[src/rstp_pkg.sv]
// Shared constants and types for the reset strap test point port.
`default_nettype none
package rstp_pkg;
	localparam int unsigned TP_WIDTH = 8;
	localparam int unsigned SEL_WIDTH = 3;
	// Strap value after reset, selection codes and selection after reset.
	localparam logic [7:0] STRAP_RESET = 8'h00;
	localparam logic [2:0] SEL_QUIET = 3'h0;
	localparam logic [2:0] SEL_CLKDBG = 3'h2;
	localparam logic [2:0] SEL_RESET = 3'h0;
	// Pin positions of the clock debug pattern.
	localparam int unsigned TP_CLK60 = 0;
	localparam int unsigned TP_CLK30 = 1;
	localparam int unsigned TP_CLKVAR = 2;
	localparam int unsigned TP_CLK7P5 = 7;
	// Static levels driven in clock debug, one bit per test point.
	localparam logic [7:0] CLKDBG_LEVELS = 8'h68;
	localparam logic [7:0] CLKDBG_STATIC_MASK = 8'h78;
	localparam logic [7:0] DRIVE_NONE = 8'h00;
	localparam logic [7:0] DRIVE_ALL = 8'hFF;
	localparam logic [7:0] PULLDOWN_ALL = 8'hFF;
	// Nominal rates of the forwarded debug clocks, in kHz.
	localparam int unsigned CLK60_FREQ_KHZ = 60000;
	localparam int unsigned CLK30_FREQ_KHZ = 30000;
	localparam int unsigned CLK7P5_FREQ_KHZ = 7500;
	localparam int unsigned CLKVAR_MIN_KHZ = 700;
	localparam int unsigned CLKVAR_MAX_KHZ = 22500;
	// Upper strap bits start at this position.
	localparam int unsigned OPT_LSB = 3;

	typedef enum logic {
		MODE_QUIET,
		MODE_CLKDBG
	} rstp_mode_e;

	// Test point pin group: output level and output enable per pin.
	typedef struct packed {
		logic [7:0] level;
		logic [7:0] drive;
	} rstp_pin_s;

	// Debug clock sources forwarded to the pins.
	typedef struct packed {
		logic clk60;
		logic clk30;
		logic clk7p5;
		logic clkVar;
	} rstp_clksrc_s;
endpackage
`default_nettype wire

[src/rstp_port.sv]
// Reset strap capture and test point output selection.
`timescale 1ns/10ps
`default_nettype none

// Behaviour
// (RL1) Pins are inputs in reset, outputs afterwards only in clock debug.
// (RL2) Straps sampled only at reset release.
// (RL3) Captured value holds until next reset.
// (RL4) Weak pulldowns make unstrapped pins read zero.
// (RL5) Selection x000 keeps all pins high impedance.
// (RL6) Clock debug drives 60, 30, 7.5 MHz.
// (RL7) Clock debug: variable clock, fixed levels.
// (RL8) Board straps only the low three pins.
// (RL9) Firmware may overwrite the selection later.
// (RL10) Other selections keep pins high impedance.
module rstp_port (
	// Clock and reset.
	input  wire logic                  sys_clk,
	input  wire logic                  rst_n,
	// Test point pins.
	input  wire logic [7:0]            tpIn,
	output var rstp_pkg::rstp_pin_s    tpPin,
	output logic [7:0]                 tpPulldownEn,
	// Debug clock sources.
	input  wire rstp_pkg::rstp_clksrc_s clkSrc,
	// Firmware selection.
	input  wire logic                  fwSelValid,
	input  wire logic [2:0]            fwSel,
	// Captured state.
	output logic                       strapDone,
	output logic [2:0]                 activeSel,
	output logic [4:0]                 strapOptions
);
	import rstp_pkg::*;

	logic [7:0] pinMeta;
	logic [7:0] pinSync;
	logic [7:0] strapVal;
	logic       captured;
	logic [2:0] modeSel;
	rstp_mode_e mode;
	rstp_pin_s  next_pin;

	// Pin synchroniser; it carries no reset so it holds the strap
	// levels seen while reset is low.
	always_ff @(posedge sys_clk) begin
		pinMeta <= tpIn;
		pinSync <= pinMeta;
	end

	// Straps are taken once, at the first edge after reset release.
	always_ff @(posedge sys_clk or negedge rst_n) begin
		if (!rst_n) begin
			captured <= 1'b0;
			strapVal <= STRAP_RESET;
		end else if (!captured) begin
			captured <= 1'b1; // see (RL2)
			strapVal <= pinSync; // see (RL2)
		end
	end

	// Selection: strap default, later overwritten by firmware.
	always_ff @(posedge sys_clk or negedge rst_n) begin
		if (!rst_n) begin
			modeSel <= SEL_RESET;
		end else if (!captured) begin
			modeSel <= pinSync[2:0]; // see (RL3)
		end else if (fwSelValid) begin
			modeSel <= fwSel; // see (RL9)
		end
	end

	// Only the documented clock debug code enables drivers.
	always_comb begin
		unique case (modeSel)
			SEL_CLKDBG: mode = MODE_CLKDBG;
			default:    mode = MODE_QUIET; // see (RL5) see (RL10)
		endcase
	end

	// Pin drive follows the selection once straps are captured.
	always_comb begin
		next_pin.level = CLKDBG_LEVELS & CLKDBG_STATIC_MASK; // see (RL7)
		next_pin.level[TP_CLK60] = clkSrc.clk60; // see (RL6)
		next_pin.level[TP_CLK30] = clkSrc.clk30; // see (RL6)
		next_pin.level[TP_CLK7P5] = clkSrc.clk7p5; // see (RL6)
		next_pin.level[TP_CLKVAR] = clkSrc.clkVar; // see (RL7)
		next_pin.drive = DRIVE_NONE; // see (RL1)
		if (captured && mode == MODE_CLKDBG) begin
			next_pin.drive = DRIVE_ALL;
		end
		if (!captured || mode == MODE_QUIET) begin
			next_pin.level = DRIVE_NONE;
		end
	end

	assign tpPin = next_pin;
	assign tpPulldownEn = PULLDOWN_ALL; // see (RL4)
	assign strapDone = captured;
	assign activeSel = modeSel;
	assign strapOptions = strapVal[7:OPT_LSB]; // see (RL8)

	// Checks on the strap capture and pin drive.
	a_inputs_before_capture: assert property ( // see (RL1)
		@(posedge sys_clk) disable iff (!rst_n)
		!captured |-> tpPin.drive == DRIVE_NONE)
		else $error("Test points driven before strap capture.");

	a_capture_at_release: assert property ( // see (RL2)
		@(posedge sys_clk) disable iff (!rst_n)
		$rose(captured) |-> strapVal == $past(pinSync))
		else $error("Strap value differs from pins at release.");

	a_strap_ignored_later: assert property ( // see (RL2)
		@(posedge sys_clk) disable iff (!rst_n)
		captured ##1 captured |-> $stable(strapVal))
		else $error("Strap value changed after capture.");

	a_mode_holds: assert property ( // see (RL3)
		@(posedge sys_clk) disable iff (!rst_n)
		captured && !fwSelValid |=> $stable(modeSel))
		else $error("Selection changed without firmware write.");

	a_pulldown_on: assert property ( // see (RL4)
		@(posedge sys_clk) disable iff (!rst_n)
		tpPulldownEn == PULLDOWN_ALL)
		else $error("Test point pulldown released.");

	a_quiet_hiz: assert property ( // see (RL5)
		@(posedge sys_clk) disable iff (!rst_n)
		modeSel == SEL_QUIET |-> tpPin.drive == DRIVE_NONE)
		else $error("Pins driven in quiet selection.");

	a_clkdbg_clocks: assert property ( // see (RL6)
		@(posedge sys_clk) disable iff (!rst_n)
		captured && modeSel == SEL_CLKDBG |->
			tpPin.drive == DRIVE_ALL &&
			tpPin.level[TP_CLK60] == clkSrc.clk60 &&
			tpPin.level[TP_CLK30] == clkSrc.clk30 &&
			tpPin.level[TP_CLK7P5] == clkSrc.clk7p5)
		else $error("Debug clocks not on their test points.");

	a_clkdbg_levels: assert property ( // see (RL7)
		@(posedge sys_clk) disable iff (!rst_n)
		captured && modeSel == SEL_CLKDBG |->
			tpPin.level[6:3] == 4'hD &&
			tpPin.level[TP_CLKVAR] == clkSrc.clkVar)
		else $error("Debug static levels or variable clock wrong.");

	a_fw_override: assert property ( // see (RL9)
		@(posedge sys_clk) disable iff (!rst_n)
		captured && fwSelValid |=> modeSel == $past(fwSel))
		else $error("Firmware selection not applied.");

	a_other_hiz: assert property ( // see (RL10)
		@(posedge sys_clk) disable iff (!rst_n)
		modeSel != SEL_CLKDBG |-> tpPin.drive == DRIVE_NONE)
		else $error("Pins driven for undocumented selection.");

	// Reset, hold and firmware checks.
	a_reset_hiz: assert property ( // see (RL1)
		@(posedge sys_clk)
		!rst_n |-> tpPin.drive == DRIVE_NONE && !strapDone)
		else $error("Test points driven or capture flagged in reset.");

	a_sel_from_strap: assert property ( // see (RL3)
		@(posedge sys_clk) disable iff (!rst_n)
		$rose(captured) |-> modeSel == strapVal[2:0])
		else $error("Selection differs from captured straps.");

	a_capture_holds: assert property ( // see (RL3)
		@(posedge sys_clk) disable iff (!rst_n)
		captured |=> captured)
		else $error("Capture flag dropped without reset.");

	a_options_stable: assert property ( // see (RL2)
		@(posedge sys_clk) disable iff (!rst_n)
		captured |=> $stable(strapOptions))
		else $error("Upper strap bits changed after capture.");

	a_quiet_level: assert property ( // see (RL5)
		@(posedge sys_clk) disable iff (!rst_n)
		modeSel == SEL_QUIET |-> tpPin.level == DRIVE_NONE)
		else $error("Pin levels switch in quiet selection.");

	a_other_level: assert property ( // see (RL10)
		@(posedge sys_clk) disable iff (!rst_n)
		modeSel != SEL_CLKDBG |-> tpPin.level == DRIVE_NONE)
		else $error("Pin levels switch for undocumented selection.");

	a_drive_whole_port: assert property ( // see (RL6)
		@(posedge sys_clk) disable iff (!rst_n)
		tpPin.drive == DRIVE_NONE || tpPin.drive == DRIVE_ALL)
		else $error("Test point drivers only partly enabled.");

	a_capture_wins: assert property ( // see (RL9)
		@(posedge sys_clk) disable iff (!rst_n)
		!captured |=> modeSel == strapVal[2:0])
		else $error("Firmware write taken before strap capture.");

	a_fw_enables_drive: assert property ( // see (RL9)
		@(posedge sys_clk) disable iff (!rst_n)
		captured && fwSelValid && fwSel == SEL_CLKDBG |=>
			tpPin.drive == DRIVE_ALL)
		else $error("Firmware clock debug selection not driven.");

	c_capture_quiet: cover property (
		@(posedge sys_clk) disable iff (!rst_n)
		$rose(captured) && strapVal[2:0] == SEL_QUIET);

	c_capture_clkdbg: cover property (
		@(posedge sys_clk) disable iff (!rst_n)
		$rose(captured) && strapVal[2:0] == SEL_CLKDBG);

	c_fw_to_clkdbg: cover property (
		@(posedge sys_clk) disable iff (!rst_n)
		captured && fwSelValid && fwSel == SEL_CLKDBG ##1
			tpPin.drive == DRIVE_ALL);

	c_capture_other: cover property (
		@(posedge sys_clk) disable iff (!rst_n)
		$rose(captured) && strapVal[2:0] == 3'h5);

	c_fw_to_quiet: cover property (
		@(posedge sys_clk) disable iff (!rst_n)
		captured && fwSelValid && fwSel != SEL_CLKDBG ##1
			tpPin.drive == DRIVE_NONE);
endmodule
`default_nettype wire
[config.mk]
export PLATFORM = sky130hd
export DESIGN_NAME = rstp_port
export DESIGN_NICKNAME = d
export VERILOG_FILES = /design/src/rstp_pkg.sv /design/src/rstp_port.sv
export SDC_FILE = /design/constraint.sdc
export NUM_CORES = 1
export LEC_CHECK = 0
export ABC_AREA = 1
export BUFFER_PORTS_ARGS = -buffer_cell sky130_fd_sc_hd__buf_2
export CORE_MARGIN = 5
export CORE_UTILIZATION = 42
export DETAILED_ROUTE_END_ITERATION = 10
export PLACE_DENSITY = 0.77
export SLEW_MARGIN = 0
export SYNTH_ARGS = -nofsm -noshare
export SYNTH_HDL_FRONTEND = slang
export SYNTH_SLANG_ARGS = --single-unit
export TNS_END_PERCENT = 50
[constraint.sdc]
create_clock -name sys_clk -period 1.4 [get_ports sys_clk]
set_input_delay 0.21 -clock sys_clk [delete_from_list [all_inputs] [get_ports sys_clk]]
set_output_delay 0.21 -clock sys_clk [all_outputs]
set_load 0.1 [all_outputs]
==> metrics.cfg <==
[logic_synthesis]
synthTopCellsByCount = 19 x buf_4, 19 x nand2_1, 16 x dfxtp_1, 9 x dfrtp_1, 9 x nand3_1
synth_edf_count = 0
yosys_warnings = 0
ys_seq_area_share_pct = 61.1
synth_area_um2 = 893
synth_top_area_share_pct = 35.9
synth_largest_area_cell = dfxtp_1
synth.top_cells.by_area = dfxtp_1 36%, dfrtp_1 25%, buf_4 16%
ys.flop_type = dfxtp_1
syn_area_per_cell_um2 = 10.0
yosys_register_bits = 25
syn_inst = 89
synth.distinct_cells = 12
synthArstFlopShare_pct = 36.0

[cts]
clkLatencyLatePin_ns = 0.30
cts_root_buf = clkbuf_4
cts_tree = built
cts_buffers = 3
ctsLongestPathBuffers = 2
cts.sink_count = 25
h-tree-depth = 1
clkSlewWorstSetupHoldPaths_ns = 0.11

[timing]
fin_crit_sh_pct = 122
post-route-min-period_ns = 1.71
fin_ws_ns = -0.314
setup_viol = 15
hold_viol_final = 0
worst_clock_skew_ns = 0.00640
max_freq_ghz = 0.583
fin_tns_setup_ns = -4.35
rsz0062_at_grt = true
drv_slew = 0

[cells_and_area]
nets = 156
seqCellArea_um2 = 561
multi_input_area_um2 = 224
n_antenna_cell = 0
fillers = 134
finalNonFillerCells = 164
drive_gt1_share_pct = 46.7
areaGrowthSynthToFinish_pct = 74.7

[grt]
grt_usage_pct = 13.1
grt_max_degree = 15
grt_first_pass_wirelength_um = 3280
grt-ovfl-total = 0
grt_pass1_vias = 720
antenna_found_initial = 0

[worst_setup_path]
worst_path_max_delay_cell = dfrtp_4
path_common_cell = buf_16
endpoint_kind = output port
r2r.worst_path.cells = 4
path_max_fanout = 5
required_ns = 1.19
crit_arrival_ns = 1.50
path_class = flip-flop to output port
cp_cell_sequence = nand2_2, inv_2, nand2_4, clkinvlp_4, buf_16, buf_16
start_kind = flip-flop
max_stage_delay_ns = 0.50

[power_and_ir_drop]
p_leak_nw = 0.758
powerDensity_mw_per_mm2 = 1140
ir_drop_v = 0.00106

[routing]
wire_per_inst_um = 11.7
wirelength_um = 1920
vias_per_cell = 4.11
drt_iter0_markers = 9
drcViolationCount = 0
wl_met3_um = 206
dr_wl_met2_um = 1000
drtPass1Iterations = 3
ant_nets = 0
vias = 674
m1WireLength_um = 684
routed.top_layer = met4

[placed_design]
post-place-ws_ns = 0.0293
port_buffers = 41
dp_hpwl_um = 1490
dp_cells = 148
gp_congestion = 0.705

[hold_path]
min_delay_path_depth = 3
holdCritPathClass = input port to flip-flop

[floorplan]
start_util_pct = 44.6
core-area_mm2 = 0.00200
rows = 16
die_w_um = 56.1
ioPinCount = 51
die_area_mm2 = 0.00315
die_h_um = 56.1

[status]
outcome = complete, but fails checks
failed_checks = negative setup slack

[flow_run]
maxCapViolations = 0

layer usage:
metal  track usage (%)  vias up
li1                  -      332
met1              12.7      296
met2              24.4       42
met3              5.34        4
met4              5.08        0
met5                 0        -
what timing repair did:
| action | in CTS | in global routing |
|---|---|---|
| gates resized for setup | 6 | 0 |
| cloned | 1 | 0 |
| endpoints found under the hold margin | 17 | 0 |
| pin swaps | 1 | 2 |
| buffers inserted | 2 | 0 |
| hold buffers | 9 | 0 |
| setup endpoints to repair | 15 | 17 |
placed cells by master, fill, tap and decap left out, drive strengths merged:
cell type     n
buf          47
clkbuf        3
clkinv        1
clkinvlp      1
conb         10
dfrtp         9
dfxtp        16
dlygate4sd3   9
inv           7
nand2        20
nand3         9
nor2          5
final cells by class:
cell class	count	area share, %
multi-input combinational	44	14.4
inverter	8	2.17
tap	27	2.17
clock inverter	1	0.321
clock buffer	3	1.44
timing repair buffer	56	43.6
sequential	25	35.9
final timing paths:
kind,start,end,slack (ns)
setup / recovery,strapDone$_DFF_PN0_,tpPin[2],-0.31
hold / removal,fwSel[1],activeSel[1]$_DFFE_PN0P_,0.16
setup reg to reg,strapDone$_DFF_PN0_,activeSel[1]$_DFFE_PN0P_,0.30
hold reg to reg,pinMeta[2]$_DFF_P_,pinSync[2]$_DFF_P_,0.34
max in group asynchronous,rst_n,activeSel[2]$_DFFE_PN0P_,0.94
min in group asynchronous,rst_n,strapVal[3]$_DFFE_PN0N_,0.27
registers in the layout, indices dropped and copies added, names as in the netlist:
register   cells
pinMeta        8
pinSync        8
strapVal       5
activeSel      3
strapDone      1
worst max-delay path: cells and delay by family, from the launching register on:
kind | cells | cell delay (ns)
buffers and inverters | 4 | 0.55
DFF | 1 | 0.50
and+or+nand+nor | 2 | 0.15
per-stage QoR:
step | util (%) | hold WS (ns) | power (mW) | instance area (µm²)
4_1_cts | 77.9 | 0.154 | 1.80 | 1560
3_3_place_gp | 68.1 | 0.0613 | 1.45 | 1360
3_5_place_dp | 68.1 | 0.0628 | 1.46 | 1360
6_report | 77.9 | 0.160 | 1.78 | 1560
5_1_grt | 77.9 | 0.143 | 1.86 | 1560
2_1_floorplan | - | -0.0856 | 1.31 | 985
cell families after synthesis:
kind of cell	share of synthesized area, %
DFF	61.1
and+or+nand+nor	17.5
buffers and inverters	20.6
other	0.841
power by group:
group          switching, mW  total (mW)  internal (mW)
Sequential            0.0224       0.790          0.768
Combinational          0.507       0.699          0.192
Clock                  0.187       0.294          0.107
No activity file was read; power rests on OpenSTA's default activity.
